[src/hw/ddt_defs.svh]
// Purpose: numeric constants of the termination controller
// Assumes: included by the package and every design module
// Notes: definitions only
`ifndef DDT_DEFS_SVH
`define DDT_DEFS_SVH

// Synchronised pin vector layout
`define DDT_PIN_W 25
`define DDT_PIN_CK 0
`define DDT_PIN_ODT 1
`define DDT_PIN_CKE 2
`define DDT_PIN_CSN 3
`define DDT_PIN_RASN 4
`define DDT_PIN_CASN 5
`define DDT_PIN_WEN 6
`define DDT_PIN_BA_LO 7
`define DDT_PIN_A_LO 10

// APB register offsets
`define DDT_OFS_CFG 8'h00
`define DDT_OFS_STATUS 8'h04
`define DDT_OFS_MR0 8'h08
`define DDT_OFS_MR1 8'h0C
`define DDT_OFS_MR2 8'h10

// CFG fields and reset values
`define DDT_CFG_TCPDED_LO 0
`define DDT_CFG_TRFC_LO 8
`define DDT_CFG_TCPDED_RST 8'h01
`define DDT_CFG_TRFC_RST 16'h00A0
`define DDT_MR_RST 16'h0000

// Mode register selects and field positions
`define DDT_BA_MR0 3'h0
`define DDT_BA_MR1 3'h1
`define DDT_BA_MR2 3'h2
`define DDT_MR0_BL_LO 0
`define DDT_MR0_CL_A2 2
`define DDT_MR0_CL_LO 4
`define DDT_MR0_PPD 12
`define DDT_MR1_NOM_A2 2
`define DDT_MR1_AL_LO 3
`define DDT_MR1_NOM_A6 6
`define DDT_MR1_NOM_A9 9
`define DDT_MR2_CWL_LO 3
`define DDT_MR2_WR_A9 9
`define DDT_MR2_WR_A10 10
`define DDT_WR_BL_BIT 12

// Latency arithmetic, in CK cycles
`define DDT_CWL_BASE 6'd5
`define DDT_CL_BASE_LO 6'd4
`define DDT_CL_BASE_HI 6'd12
`define DDT_ODTL_SUB 6'd2
`define DDT_CWN4_ADD 6'd4
`define DDT_CWN8_ADD 6'd6

// Asynchronous response window, in ps
`define DDT_TCK_PS 10000
`define DDT_TAONPD_MIN_PS 2000
`define DDT_TAONPD_MAX_PS 8500

`endif

[src/hw/ddt_pkg.sv]
// Purpose: shared types of the termination controller
// Assumes: ddt_defs.svh gives the widths
// Notes: one packed state struct per module
`include "ddt_defs.svh"
package ddt_pkg;
    typedef enum logic [1:0] {
        DDT_PD_ACT = 2'b00,
        DDT_PD_TRANS = 2'b01,
        DDT_PD_ASYNC = 2'b11
    } ddt_pd_t;

    typedef enum logic [1:0] {
        DDT_BL_FIX8 = 2'b00,
        DDT_BL_OTF = 2'b01,
        DDT_BL_FIX4 = 2'b10
    } ddt_bl_t;

    typedef logic [`DDT_PIN_W-1:0] ddt_pins_t;

    typedef struct packed {
        ddt_pins_t s1;
        ddt_pins_t s2;
    } ddt_sync_st_t;

    typedef struct packed {
        logic [7:0] tcpded;
        logic [15:0] trfc;
        logic [31:0] rdata;
    } ddt_apb_st_t;

    typedef struct packed {
        logic ck_d;
        logic cke_d;
        logic [15:0] mr0;
        logic [15:0] mr1;
        logic [15:0] mr2;
        logic [31:0] odt_h;
        logic [31:0] wr_h;
        logic [31:0] bc4_h;
        logic [31:0] fl_h;
        logic [31:0] tr_h;
        ddt_pd_t pd;
        logic [15:0] win_cnt;
        logic [15:0] rfc_cnt;
        logic pend_off;
        logic pend_wr;
        logic pend_nom;
        logic [3:0] apipe;
        logic rtt_on;
        logic rtt_wr_sel;
        logic rtt_unc;
        logic [2:0] rtt_code;
    } ddt_core_st_t;
endpackage

[src/hw/ddt_sync.sv]
// Purpose: two-stage synchroniser for all DRAM-side pins
// Assumes: pins change well away from pclk edges only by chance
// Notes: first stage feeds only the second stage
`include "ddt_defs.svh"
module ddt_sync (
    // Clock and reset
    input wire logic pclk,
    input wire logic presetn,
    // Pins in and synchronised copy out
    input wire ddt_pkg::ddt_pins_t pins_async,
    output ddt_pkg::ddt_pins_t pins_sync
);
    ddt_pkg::ddt_sync_st_t q_ff;
    ddt_pkg::ddt_sync_st_t nxt_q;

    always_comb begin
        nxt_q = q_ff;
        nxt_q.s1 = pins_async;
        nxt_q.s2 = q_ff.s1;
    end

    always_ff @(posedge pclk or negedge presetn) begin
        if (!presetn) begin
            q_ff <= '0;
        end else begin
            q_ff <= nxt_q;
        end
    end

    assign pins_sync = q_ff.s2;
endmodule // ddt_sync

[src/hw/ddt_apb.sv]
// Purpose: APB slave with config and read-back registers
// Assumes: zero wait states, read data latched in setup
// Notes: unmapped access answers pslverr
`include "ddt_defs.svh"
module ddt_apb (
    // Clock and reset
    input wire logic pclk,
    input wire logic presetn,
    // APB
    input wire logic psel,
    input wire logic penable,
    input wire logic pwrite,
    input wire logic [7:0] paddr,
    input wire logic [31:0] pwdata,
    output logic [31:0] prdata,
    output logic pready,
    output logic pslverr,
    // Block side
    input wire logic [31:0] status,
    input wire logic [15:0] mr0,
    input wire logic [15:0] mr1,
    input wire logic [15:0] mr2,
    output logic [7:0] cfg_tcpded,
    output logic [15:0] cfg_trfc
);
    ddt_pkg::ddt_apb_st_t q_ff;
    ddt_pkg::ddt_apb_st_t nxt_q;
    logic hit;
    logic [31:0] rd_mux;

    always_comb begin
        nxt_q = q_ff;
        hit = 1'b1;
        rd_mux = 32'h0000_0000;
        unique case (paddr)
            `DDT_OFS_CFG: rd_mux = {8'h00, q_ff.trfc, q_ff.tcpded};
            `DDT_OFS_STATUS: rd_mux = status;
            `DDT_OFS_MR0: rd_mux = {16'h0000, mr0};
            `DDT_OFS_MR1: rd_mux = {16'h0000, mr1};
            `DDT_OFS_MR2: rd_mux = {16'h0000, mr2};
            default: hit = 1'b0;
        endcase
        // Latch in setup so prdata is a flop output at the access edge
        if (psel && !penable && !pwrite) begin
            nxt_q.rdata = rd_mux;
        end
        if (psel && penable && pwrite && paddr == `DDT_OFS_CFG) begin
            nxt_q.tcpded = pwdata[`DDT_CFG_TCPDED_LO +: 8];
            nxt_q.trfc = pwdata[`DDT_CFG_TRFC_LO +: 16];
        end
    end

    always_ff @(posedge pclk or negedge presetn) begin
        if (!presetn) begin
            q_ff <= {`DDT_CFG_TCPDED_RST, `DDT_CFG_TRFC_RST, 32'h0000_0000};
        end else begin
            q_ff <= nxt_q;
        end
    end

    assign prdata = q_ff.rdata;
    assign pready = 1'b1;
    assign pslverr = psel & penable & ~hit;
    assign cfg_tcpded = q_ff.tcpded;
    assign cfg_trfc = q_ff.trfc;
endmodule // ddt_apb

[src/hw/ddt_core.sv]
// Purpose: on-die termination control with dynamic write strength
// Assumes: CK, ODT, CKE and command pins are asynchronous to pclk
// Notes: CK edges are found by oversampling at pclk
//
// Chosen here: the APB register port and the address map.
`include "ddt_defs.svh"

// What this block does
// - Either write-termination bit enables dynamic switching
// - Nominal value from MR1 A9, A6, A2
// - Write value from MR2 A10, A9
// - No write: nominal strength, ODT-pin timed
// - On/off after WL minus two cycles
// - Write selects write strength after WL-2
// - Back to nominal at off+4 or off+6
// - Off and strength changes half cycle late
// - Frozen DLL power-down uses asynchronous response
// - Asynchronous path ignores additive latency
// - Asynchronous change 3 to 4 pclk after the pin, not within 2 to 8.5 ns
// - ODT receiver stays live in power-down
// - Entry transition period when DLL frozen
// - Period from WL-1 before to tCPDED end
// - Refresh in progress may extend the period
// - Start excluded, end point included
// - Period response between async and sync timings
module ddt_core (
    // Clock and reset
    input wire logic pclk,
    input wire logic presetn,
    // DRAM pins from the controller
    input wire logic ck,
    input wire logic odt,
    input wire logic cke,
    input wire logic cs_n,
    input wire logic ras_n,
    input wire logic cas_n,
    input wire logic we_n,
    input wire logic [2:0] ba,
    input wire logic [14:0] a,
    // APB
    input wire logic psel,
    input wire logic penable,
    input wire logic pwrite,
    input wire logic [7:0] paddr,
    input wire logic [31:0] pwdata,
    output logic [31:0] prdata,
    output logic pready,
    output logic pslverr,
    // Termination control
    output logic rtt_on,
    output logic rtt_wr_sel,
    output logic [2:0] rtt_code,
    output logic async_mode,
    output logic trans_window,
    output logic rtt_uncertain
);
    // async delay from the 2 ns / 8.5 ns bounds
    localparam int ASYNC_MIN_CYC_RAW =
        (`DDT_TAONPD_MIN_PS + `DDT_TCK_PS - 1) / `DDT_TCK_PS;
    localparam int ASYNC_MAX_CYC_RAW = `DDT_TAONPD_MAX_PS / `DDT_TCK_PS;
    localparam int ASYNC_MIN_CYC = (ASYNC_MIN_CYC_RAW < 1) ? 1 : ASYNC_MIN_CYC_RAW;
    localparam int ASYNC_MAX_CYC = (ASYNC_MAX_CYC_RAW < 1) ? 1 : ASYNC_MAX_CYC_RAW;
    localparam int ASYNC_CYC = (ASYNC_MIN_CYC > ASYNC_MAX_CYC) ? ASYNC_MAX_CYC
                                                               : ASYNC_MIN_CYC;

    ddt_pkg::ddt_core_st_t q_ff;
    ddt_pkg::ddt_core_st_t nxt_q;
    ddt_pkg::ddt_pins_t pins_sync;
    logic [31:0] status;
    logic [7:0] cfg_tcpded;
    logic [15:0] cfg_trfc;

    // Decoded synchronised pins
    logic s_ck;
    logic s_odt;
    logic s_cke;
    logic s_csn;
    logic s_rasn;
    logic s_casn;
    logic s_wen;
    logic [2:0] s_ba;
    logic [14:0] s_a;

    // Working terms
    logic ck_rise;
    logic ck_fall;
    logic cmd_ok;
    logic cmd_wr;
    logic cmd_mrs;
    logic cmd_ref;
    logic cke_first_low;
    logic dyn_en;
    logic wr_bc4;
    logic [5:0] cl;
    logic [5:0] al;
    logic [5:0] cwl;
    logic [5:0] lat;
    logic [5:0] lat4;
    logic [5:0] lat8;
    logic due_on;
    logic wr_start;
    logic wr_end;
    logic in_win;
    logic [15:0] win_len;

    ddt_sync u_sync (
        .pclk(pclk),
        .presetn(presetn),
        .pins_async({a, ba, we_n, cas_n, ras_n, cs_n, cke, odt, ck}),
        .pins_sync(pins_sync)
    );

    ddt_apb u_apb (
        .pclk(pclk),
        .presetn(presetn),
        .psel(psel),
        .penable(penable),
        .pwrite(pwrite),
        .paddr(paddr),
        .pwdata(pwdata),
        .prdata(prdata),
        .pready(pready),
        .pslverr(pslverr),
        .status(status),
        .mr0(q_ff.mr0),
        .mr1(q_ff.mr1),
        .mr2(q_ff.mr2),
        .cfg_tcpded(cfg_tcpded),
        .cfg_trfc(cfg_trfc)
    );

    assign s_ck = pins_sync[`DDT_PIN_CK];
    // ODT sampled in every power state
    assign s_odt = pins_sync[`DDT_PIN_ODT];
    assign s_cke = pins_sync[`DDT_PIN_CKE];
    assign s_csn = pins_sync[`DDT_PIN_CSN];
    assign s_rasn = pins_sync[`DDT_PIN_RASN];
    assign s_casn = pins_sync[`DDT_PIN_CASN];
    assign s_wen = pins_sync[`DDT_PIN_WEN];
    assign s_ba = pins_sync[`DDT_PIN_BA_LO +: 3];
    assign s_a = pins_sync[`DDT_PIN_A_LO +: 15];

    always_comb begin
        nxt_q = q_ff;
        ck_rise = s_ck & ~q_ff.ck_d;
        ck_fall = ~s_ck & q_ff.ck_d;
        nxt_q.ck_d = s_ck;
        // Commands only count while CKE stays high
        cmd_ok = s_cke & q_ff.cke_d & ~s_csn;
        cmd_wr = cmd_ok & s_rasn & ~s_casn & ~s_wen;
        cmd_mrs = cmd_ok & ~s_rasn & ~s_casn & ~s_wen;
        cmd_ref = cmd_ok & ~s_rasn & ~s_casn & s_wen;
        cke_first_low = q_ff.cke_d & ~s_cke;
        dyn_en = q_ff.mr2[`DDT_MR2_WR_A9] | q_ff.mr2[`DDT_MR2_WR_A10];
        unique case (ddt_pkg::ddt_bl_t'(q_ff.mr0[`DDT_MR0_BL_LO +: 2]))
            ddt_pkg::DDT_BL_FIX4: wr_bc4 = 1'b1;
            ddt_pkg::DDT_BL_OTF: wr_bc4 = ~s_a[`DDT_WR_BL_BIT];
            ddt_pkg::DDT_BL_FIX8: wr_bc4 = 1'b0;
            default: wr_bc4 = 1'b0;
        endcase
        if (q_ff.mr0[`DDT_MR0_CL_A2]) begin
            cl = {3'b000, q_ff.mr0[`DDT_MR0_CL_LO +: 3]} + `DDT_CL_BASE_HI;
        end else begin
            cl = {3'b000, q_ff.mr0[`DDT_MR0_CL_LO +: 3]} + `DDT_CL_BASE_LO;
        end
        unique case (q_ff.mr1[`DDT_MR1_AL_LO +: 2])
            2'b01: al = cl - 6'd1;
            2'b10: al = cl - 6'd2;
            default: al = 6'd0;
        endcase
        cwl = {3'b000, q_ff.mr2[`DDT_MR2_CWL_LO +: 3]} + `DDT_CWL_BASE;
        // ODTLon = ODTLoff = WL - 2 with WL = CWL + AL
        lat = cwl + al - `DDT_ODTL_SUB;
        lat4 = lat + `DDT_CWN4_ADD;
        lat8 = lat + `DDT_CWN8_ADD;
        due_on = 1'b0;
        wr_start = 1'b0;
        wr_end = 1'b0;
        in_win = 1'b0;
        win_len = 16'h0000;
        // async path taps the pin with no additive latency
        nxt_q.apipe = {q_ff.apipe[2:0], s_odt};

        if (ck_rise) begin
            nxt_q.cke_d = s_cke;
            nxt_q.odt_h = {q_ff.odt_h[30:0], s_odt};
            nxt_q.wr_h = {q_ff.wr_h[30:0], cmd_wr};
            nxt_q.bc4_h = {q_ff.bc4_h[30:0], wr_bc4};
            nxt_q.fl_h = {q_ff.fl_h[30:0], cke_first_low};
            nxt_q.tr_h = {q_ff.tr_h[30:0], q_ff.pd == ddt_pkg::DDT_PD_TRANS};
            if (cmd_mrs) begin
                unique case (s_ba)
                    `DDT_BA_MR0: nxt_q.mr0 = {1'b0, s_a};
                    `DDT_BA_MR1: nxt_q.mr1 = {1'b0, s_a};
                    `DDT_BA_MR2: nxt_q.mr2 = {1'b0, s_a};
                    default: nxt_q.mr0 = q_ff.mr0;
                endcase
            end
            // refresh still running extends the period
            if (cmd_ref) begin
                nxt_q.rfc_cnt = cfg_trfc;
            end else if (q_ff.rfc_cnt != 16'h0000) begin
                nxt_q.rfc_cnt = q_ff.rfc_cnt - 16'h0001;
            end
            due_on = nxt_q.odt_h[lat[4:0]];
            wr_start = nxt_q.wr_h[lat[4:0]] & dyn_en;
            // return per burst size of that write
            wr_end = (nxt_q.wr_h[lat4[4:0]] & nxt_q.bc4_h[lat4[4:0]])
                   | (nxt_q.wr_h[lat8[4:0]] & ~nxt_q.bc4_h[lat8[4:0]]);
            // sample WL-1 before CKE low excluded, later ones in
            for (int i = 0; i < 32; i++) begin
                if (i <= int'(lat) && nxt_q.fl_h[i]) begin
                    in_win = 1'b1;
                end
            end
            // flag responses that may take either timing
            nxt_q.rtt_unc = in_win | nxt_q.tr_h[lat[4:0]];
            if (q_ff.pd != ddt_pkg::DDT_PD_ASYNC) begin
                // on at ODTLon edge, off deferred
                if (due_on) begin
                    nxt_q.rtt_on = 1'b1;
                    nxt_q.pend_off = 1'b0;
                end else begin
                    nxt_q.pend_off = q_ff.rtt_on;
                end
                nxt_q.pend_wr = wr_start;
                nxt_q.pend_nom = wr_end;
            end
            unique case (q_ff.pd)
                ddt_pkg::DDT_PD_ACT: begin
                    // only with DLL frozen in power-down
                    if (cke_first_low && !q_ff.mr0[`DDT_MR0_PPD]) begin
                        // tCPDED counted from the CKE-low cycle
                        win_len = {8'h00, cfg_tcpded};
                        if (q_ff.rfc_cnt > win_len) begin
                            win_len = q_ff.rfc_cnt;
                        end
                        nxt_q.win_cnt = win_len;
                        nxt_q.pd = ddt_pkg::DDT_PD_TRANS;
                    end
                end
                ddt_pkg::DDT_PD_TRANS: begin
                    if (s_cke) begin
                        nxt_q.pd = ddt_pkg::DDT_PD_ACT;
                    end else if (q_ff.win_cnt <= 16'h0001) begin
                        // end point stays inside the period
                        nxt_q.pd = ddt_pkg::DDT_PD_ASYNC;
                        nxt_q.win_cnt = 16'h0000;
                    end else begin
                        nxt_q.win_cnt = q_ff.win_cnt - 16'h0001;
                    end
                end
                ddt_pkg::DDT_PD_ASYNC: begin
                    if (s_cke) begin
                        nxt_q.pd = ddt_pkg::DDT_PD_ACT;
                    end
                end
                default: nxt_q.pd = ddt_pkg::DDT_PD_ACT;
            endcase
        end

        // off and strength change at the following CK fall
        if (ck_fall) begin
            if (q_ff.pend_off) begin
                nxt_q.rtt_on = 1'b0;
            end
            // Back-to-back writes: the new write wins over the old end
            if (q_ff.pend_wr) begin
                nxt_q.rtt_wr_sel = 1'b1;
            end else if (q_ff.pend_nom) begin
                nxt_q.rtt_wr_sel = 1'b0;
            end
            nxt_q.pend_off = 1'b0;
            nxt_q.pend_wr = 1'b0;
            nxt_q.pend_nom = 1'b0;
        end

        if (q_ff.pd == ddt_pkg::DDT_PD_ASYNC) begin
            // pin to termination in 3 to 4 pclk, not within the 2 ns / 8.5 ns bounds
            nxt_q.rtt_on = q_ff.apipe[ASYNC_CYC-1];
            nxt_q.rtt_wr_sel = 1'b0;
            nxt_q.pend_off = 1'b0;
            nxt_q.pend_wr = 1'b0;
            nxt_q.pend_nom = 1'b0;
        end
        if (!dyn_en) begin
            nxt_q.rtt_wr_sel = 1'b0;
        end

        if (nxt_q.rtt_wr_sel) begin
            nxt_q.rtt_code = {1'b0, nxt_q.mr2[`DDT_MR2_WR_A10], nxt_q.mr2[`DDT_MR2_WR_A9]};
        end else begin
            nxt_q.rtt_code = {nxt_q.mr1[`DDT_MR1_NOM_A9], nxt_q.mr1[`DDT_MR1_NOM_A6],
                              nxt_q.mr1[`DDT_MR1_NOM_A2]};
        end
    end

    always_ff @(posedge pclk or negedge presetn) begin
        if (!presetn) begin
            q_ff <= '{
                ck_d: 1'b0,
                cke_d: 1'b0,
                mr0: `DDT_MR_RST,
                mr1: `DDT_MR_RST,
                mr2: `DDT_MR_RST,
                odt_h: 32'h0000_0000,
                wr_h: 32'h0000_0000,
                bc4_h: 32'h0000_0000,
                fl_h: 32'h0000_0000,
                tr_h: 32'h0000_0000,
                pd: ddt_pkg::DDT_PD_ACT,
                win_cnt: 16'h0000,
                rfc_cnt: 16'h0000,
                pend_off: 1'b0,
                pend_wr: 1'b0,
                pend_nom: 1'b0,
                apipe: 4'h0,
                rtt_on: 1'b0,
                rtt_wr_sel: 1'b0,
                rtt_unc: 1'b0,
                rtt_code: 3'h0
            };
        end else begin
            q_ff <= nxt_q;
        end
    end

    // Status word: latency, state and live termination flags
    assign status = {18'h0_0000, lat, q_ff.pd, q_ff.rtt_unc,
                     q_ff.pd == ddt_pkg::DDT_PD_TRANS,
                     q_ff.pd == ddt_pkg::DDT_PD_ASYNC,
                     q_ff.mr2[`DDT_MR2_WR_A9] | q_ff.mr2[`DDT_MR2_WR_A10],
                     q_ff.rtt_wr_sel, q_ff.rtt_on};

    assign rtt_on = q_ff.rtt_on;
    assign rtt_wr_sel = q_ff.rtt_wr_sel;
    assign rtt_code = q_ff.rtt_code;
    assign async_mode = q_ff.pd == ddt_pkg::DDT_PD_ASYNC;
    assign trans_window = q_ff.pd == ddt_pkg::DDT_PD_TRANS;
    assign rtt_uncertain = q_ff.rtt_unc;
endmodule // ddt_core

[config.mk]
export PLATFORM = sky130hd
export DESIGN_NAME = ddt_core
export DESIGN_NICKNAME = d
export VERILOG_FILES = /design/src/hw/ddt_pkg.sv /design/src/hw/ddt_sync.sv /design/src/hw/ddt_apb.sv /design/src/hw/ddt_core.sv
export VERILOG_INCLUDE_DIRS = /design/src /design/src/hw
export SDC_FILE = /design/constraint.sdc
export NUM_CORES = 1
export LEC_CHECK = 0
export ABC_AREA = 1
export BUFFER_PORTS_ARGS = -buffer_cell sky130_fd_sc_hd__buf_2
export CORE_MARGIN = 4
export CORE_UTILIZATION = 35
export CTS_BUF_LIST = sky130_fd_sc_hd__clkbuf_16
export CTS_CLUSTER_DIAMETER = 200
export DETAILED_ROUTE_END_ITERATION = 8
export PLACE_DENSITY = 0.55
export SLEW_MARGIN = 30
export SYNTH_ARGS = -nofsm -noshare
export SYNTH_HDL_FRONTEND = slang
export SYNTH_HIERARCHICAL = 1
export SYNTH_SLANG_ARGS = --single-unit
[constraint.sdc]
create_clock -name pclk -period 4.35 [get_ports pclk]
set_input_delay 0.435 -clock pclk [delete_from_list [all_inputs] [get_ports pclk]]
set_output_delay 0.435 -clock pclk [all_outputs]
set_load 0.02 [all_outputs]
==> results summary <==
The netlist area before placement came out at approximately 18000 um^2. Before antenna repair, the detailed router went through 5 iterations. Sequential elements use between 50% and 60% of the synthesized area. The largest incremental delay on the critical path came out at 0.41 ns. The H-tree depth is 2.

In this run the tightest slew margin relative to its limit is 42.6%. The critical path runs through a total of 22 cells. The signal on the critical path passes through inv_1, ha_1, inv_1, o22ai_1, nand2_1, ha_1, inv_1, ha_1, fa_1, nand2_1, nand2_2, inv_2, ha_1, inv_1, o21ai_0, xor2_1, a31oi_1, o31ai_1, nand2_1, nand2_1, nand2_1, nand2_1. The final design utilization came out at between 40% and 50%. Of all flip-flops after synthesis, the portion carrying an async set or reset was 100%. Among all flip-flop cells after synthesis, the most frequent one is sky130_fd_sc_hd__dfrtp_1. The post-detailed-route wirelength per cell came out at between 15 and 20 um. The slowest stage of the critical path is the sky130_fd_sc_hd__dfrtp_1 cell. The critical path is of the flop to flop type. The count of different cell masters after synthesis is 56. The leftover overflow at the end of global routing is 0. The count of vias placed by the detailed router came out at 14640. The peak clock frequency supported by timing came out at 259 MHz. The clock-pin transition on the worst setup and hold timing paths is about 0.06 ns. The worst slack at placement came out at a little under 0.5 ns. The worst setup path is launched from a flop. Setup repair after global routing left no endpoint under its margin. The number of maximum-capacitance violations came out at 0. The routed design could run at a clock period as short as 3.86 ns. The die outline height is about 230 um. The floorplan has 81 rows. The post-route cell area is 20400 um^2. For this design the ratio of total power to cell area is about 420 nW/um^2.

The number of cells in the finished layout apart from fillers is roughly 3000. The number of nets still failing antenna checks after routing is 0. The arrival time at the worst endpoint came out at about 4.3 ns. Routability-driven placement finished with a final weighted congestion of 0.861. The repair_antennas step left the layout with diodes totalling 0. STA classifies the critical path endpoint as a flop. The actual slew at the worst max-slew pin came out at approximately 0.86 ns. The final-stage net count is about 2400. In this run the worst hold path is classified as input port to flop.

A synthesized cell averages ~8.0 um^2. The horizontal die dimension is about 230 um. Once placement finished, the instance area stood at ~19000 um^2. Of all nets on the critical path, the largest fanout is 10. The final setup slack of the worst path came out at 0.485 ns. The total clock buffers created by CTS is 43. The number of placed instances, taps included, is a little under 3000.

The leakage power figure is about 0.01 uW. The count of pins on the block boundary is around 110. The violation count after the first detailed-route iteration is 1051. The TritonCTS clock tree is yes. The number of antenna violations at the first check in global routing came to 0.

The fraction of final layout cells sized beyond drive strength 1 came out at 11.8%. The Yosys step of the flow raised 6 warnings. The maximum number of pins on one net before global-route repair is 110. The most used cell along the critical path is sky130_fd_sc_hd__nand2_1. The number of vias per cell after detailed routing came out at 4.85. The buffer depth of the longest clock path is 3.

Setup violations remaining at the end of the flow were counted as 0. From synthesis to final layout, the design area changed by 15.9%. The flow ran to the end, and the final reports show no timing, DRC or antenna violations.

The standard cell core area is between 40000 and 50000 um^2. The hold violation total from the final report is 0. The cell family contributing the most delay on the critical path is adder cells.

Counting every sink on the clock net gives 352. The post-synthesis instance total is between 2000 and 2500. The full die area came out at about 54000 um^2. The starting density of the core came out at a little over a third.

The DRC violations left came out at 0. The final number of max-transition violations came out at 0. The depth of the worst register-to-register path is 22.

The first-pass GRT wire length is 75500 um. The number of filler instances in the final layout is ~5100. The worst hold path cell count came out at 3. The largest vdd supply drop came out at about 0.31 mV.

The number of global-route vias before repair came out at 14021. The clock insertion delay at the later pin of the skew report came out at between 0.5 and 0.6 ns. The worst setup skew after layout came out at roughly 0.026 ns. CTS placed an instance of sky130_fd_sc_hd__clkbuf_16 at the clock tree root. The overall track demand over capacity in global routing came out at around 17%. The ratio of final minimum period to clock period came out at 88.8%. The setup TNS after final layout came out at 0 ns. The number of enable flip-flop cells after synthesis is 0.

Once detailed placement completed, the half-perimeter wirelength came to about 31000 um. The count of buffering cells on the critical path with inverters included came out at 5. The required time of the critical path is between 4 and 5 ns. The routed design has ~47000 um of wire. Synthesis inferred between 300 and 400 register bits. The number of buffer cells added on primary ports is roughly 100.
-- sequential cells by signal, indices dropped and copies added, names as in the netlist --
signal / count
u_sync/pins_sync: 25
nxt_q: 1
q_ff: 239
u_apb/cfg_trfc: 16
rtt_on: 1
rtt_code: 3
rtt_uncertain: 1
u_sync/nxt_q: 25
rtt_wr_sel: 1
u_apb/prdata: 32
u_apb/cfg_tcpded: 8
-- metal layers --
| metal | track usage, % | wire [um] |
|---|---|---|
| met2 | 26.6 | 20600 |
| met5 | 0 | 0 |
| met1 | 24.9 | 22700 |
| met3 | 2.71 | 1960 |
| met4 | 5.83 | 1400 |
-- synth_stat cells, types with 3 or more instances --
library cell                count  area [um^2]
sky130_fd_sc_hd__nor4_1         3         18.8
sky130_fd_sc_hd__o21ai_2        6         52.6
sky130_fd_sc_hd__dfstp_2        3         78.8
sky130_fd_sc_hd__o2111ai_1      6         52.6
sky130_fd_sc_hd__nor2_4         4         45.0
sky130_fd_sc_hd__a22oi_1        5         37.5
sky130_fd_sc_hd__nor3_2         4         40.0
sky130_fd_sc_hd__o22ai_1       11         68.8
sky130_fd_sc_hd__a221oi_1       3         26.3
sky130_fd_sc_hd__a21boi_0       8         60.1
sky130_fd_sc_hd__nand2_1      659         2470
sky130_fd_sc_hd__clkinv_1       4         15.0
sky130_fd_sc_hd__a31oi_1       10         62.6
sky130_fd_sc_hd__ha_1          36          450
sky130_fd_sc_hd__dfrtp_1      349         8730
sky130_fd_sc_hd__o31ai_1        4         30.0
sky130_fd_sc_hd__nor3_1         9         45.0
sky130_fd_sc_hd__o211ai_1      16          120
sky130_fd_sc_hd__nor2_2         9         56.3
sky130_fd_sc_hd__mux2i_1        4         40.0
sky130_fd_sc_hd__o21ai_1       35          175
sky130_fd_sc_hd__nor2_1        93          349
sky130_fd_sc_hd__o21ai_0      258         1290
sky130_fd_sc_hd__buf_1          5         18.8
sky130_fd_sc_hd__o221ai_1       4         35.0
sky130_fd_sc_hd__nand2_4        4         45.0
sky130_fd_sc_hd__nand3_1      146          731
sky130_fd_sc_hd__xor2_1        12          105
sky130_fd_sc_hd__a21oi_1       74          370
sky130_fd_sc_hd__inv_1        231          867
sky130_fd_sc_hd__nand2_2       14         87.6
sky130_fd_sc_hd__nand4_1       17          106
sky130_fd_sc_hd__or2_2         21          131
sky130_fd_sc_hd__buf_4          9         67.6
sky130_fd_sc_hd__clkbuf_1      53          199
sky130_fd_sc_hd__buf_2         34          170
sky130_fd_sc_hd__buf_6          5         56.3
sky130_fd_sc_hd__xnor2_1        4         35.0
sky130_fd_sc_hd__inv_2         13         48.8
-- final timing paths --
path	to	slack, ns	startpoint
setup reg to reg	q_ff[10]	0.49	q_ff[227]
hold / removal	u_apb/cfg_tcpded[0]	0.07	pwdata[0]
max in group asynchronous	q_ff[225]	2.80	presetn
hold reg to reg	u_sync/pins_sync[15]	0.35	u_sync/nxt_q[15]
min in group asynchronous	q_ff[109]	0.38	presetn
setup / recovery	q_ff[10]	0.49	q_ff[227]
-- final cells by class --
type                    count  area, um^2  share of cell area, %
repair buffers            158        1080                   5.30
clock buffers              45        1130                   5.53
flip-flops and latches    352        8810                   43.3
well taps                 664         831                   4.08
inverters                 248         933                   4.58
clock inverters            32         196                  0.964
multi-input cells        1517        7390                   36.3
-- timing repair --
item,CTS,global route
hold buffers,25,1
buffers inserted,0,0
endpoints found under the hold margin,25,44
gates resized for setup,0,0
-- tightest hold or removal path: cells and delay by family --
kind | cells | cell delay (ns)
buffers and inverters | 2 | 0.14
AO/OA/AOI/OAI | 1 | 0.06
-- logic make-up (layout without fill, tap and decap cells) --
| logic type | Yosys count | in the layout | synth area share, % |
|---|---|---|---|
| AND/OR/NAND/NOR | 988 | 988 | 23.8 |
| AO/OA/AOI/OAI | 450 | 450 | 14.0 |
| buffers and inverters | 356 | 483 | 8.32 |
| flip-flops | 352 | 352 | 50.2 |
| adder cells (fa/ha/maj) | 37 | 37 | 2.68 |
| XOR/XNOR | 16 | 16 | 0.798 |
| multiplexers | 4 | 4 | 0.228 |
| other | 2 | 22 | 0.0427 |
-- report_power, final --
group          internal (uW)  total, uW  switching, uW  leakage, uW
combinational            504       1400            899      0.00467
clock                   1940       3370           1440     0.000675
sequential              3580       3850            276      0.00466
total                   6020       8630           2610       0.0100
-- stage by stage --
stage	hold slack (ns)	total power [uW]
global placement	0.332	5270
CTS	0.00267	8740
finish	0.0678	8630
detailed placement	0.337	5300
floorplan	0.139	4800
global route	0.0736	9130
-- cell usage in the layout (no fill, tap or decap), types with 5 or more instances in the layout --
master,netlist,final
sky130_fd_sc_hd__nand3_1,146,146
sky130_fd_sc_hd__nor2_1,93,90
sky130_fd_sc_hd__buf_2,34,101
sky130_fd_sc_hd__dfrtp_1,349,349
sky130_fd_sc_hd__o22ai_1,11,11
sky130_fd_sc_hd__nand2_1,659,659
sky130_fd_sc_hd__inv_2,13,12
sky130_fd_sc_hd__nor3_1,9,9
sky130_fd_sc_hd__o211ai_1,16,16
sky130_fd_sc_hd__a31oi_1,10,10
sky130_fd_sc_hd__dlygate4sd3_1,0,26
sky130_fd_sc_hd__a22oi_1,5,5
sky130_fd_sc_hd__clkinv_1,4,14
sky130_fd_sc_hd__a21boi_0,8,8
sky130_fd_sc_hd__o21ai_2,6,6
sky130_fd_sc_hd__nand2_2,14,14
sky130_fd_sc_hd__clkinv_2,0,9
sky130_fd_sc_hd__buf_4,9,24
sky130_fd_sc_hd__a21oi_1,74,74
sky130_fd_sc_hd__ha_1,36,35
sky130_fd_sc_hd__clkbuf_16,0,45
sky130_fd_sc_hd__o21ai_1,35,35
sky130_fd_sc_hd__o2111ai_1,6,6
sky130_fd_sc_hd__o21ai_0,258,258
sky130_fd_sc_hd__nor2_4,4,6
sky130_fd_sc_hd__xor2_1,12,12
sky130_fd_sc_hd__nand4_1,17,17
sky130_fd_sc_hd__inv_1,231,237
sky130_fd_sc_hd__nor2_2,9,10
sky130_fd_sc_hd__or2_2,21,21
sky130_fd_sc_hd__conb_1,2,22
Note: power is estimated with default switching activity, not from simulation.
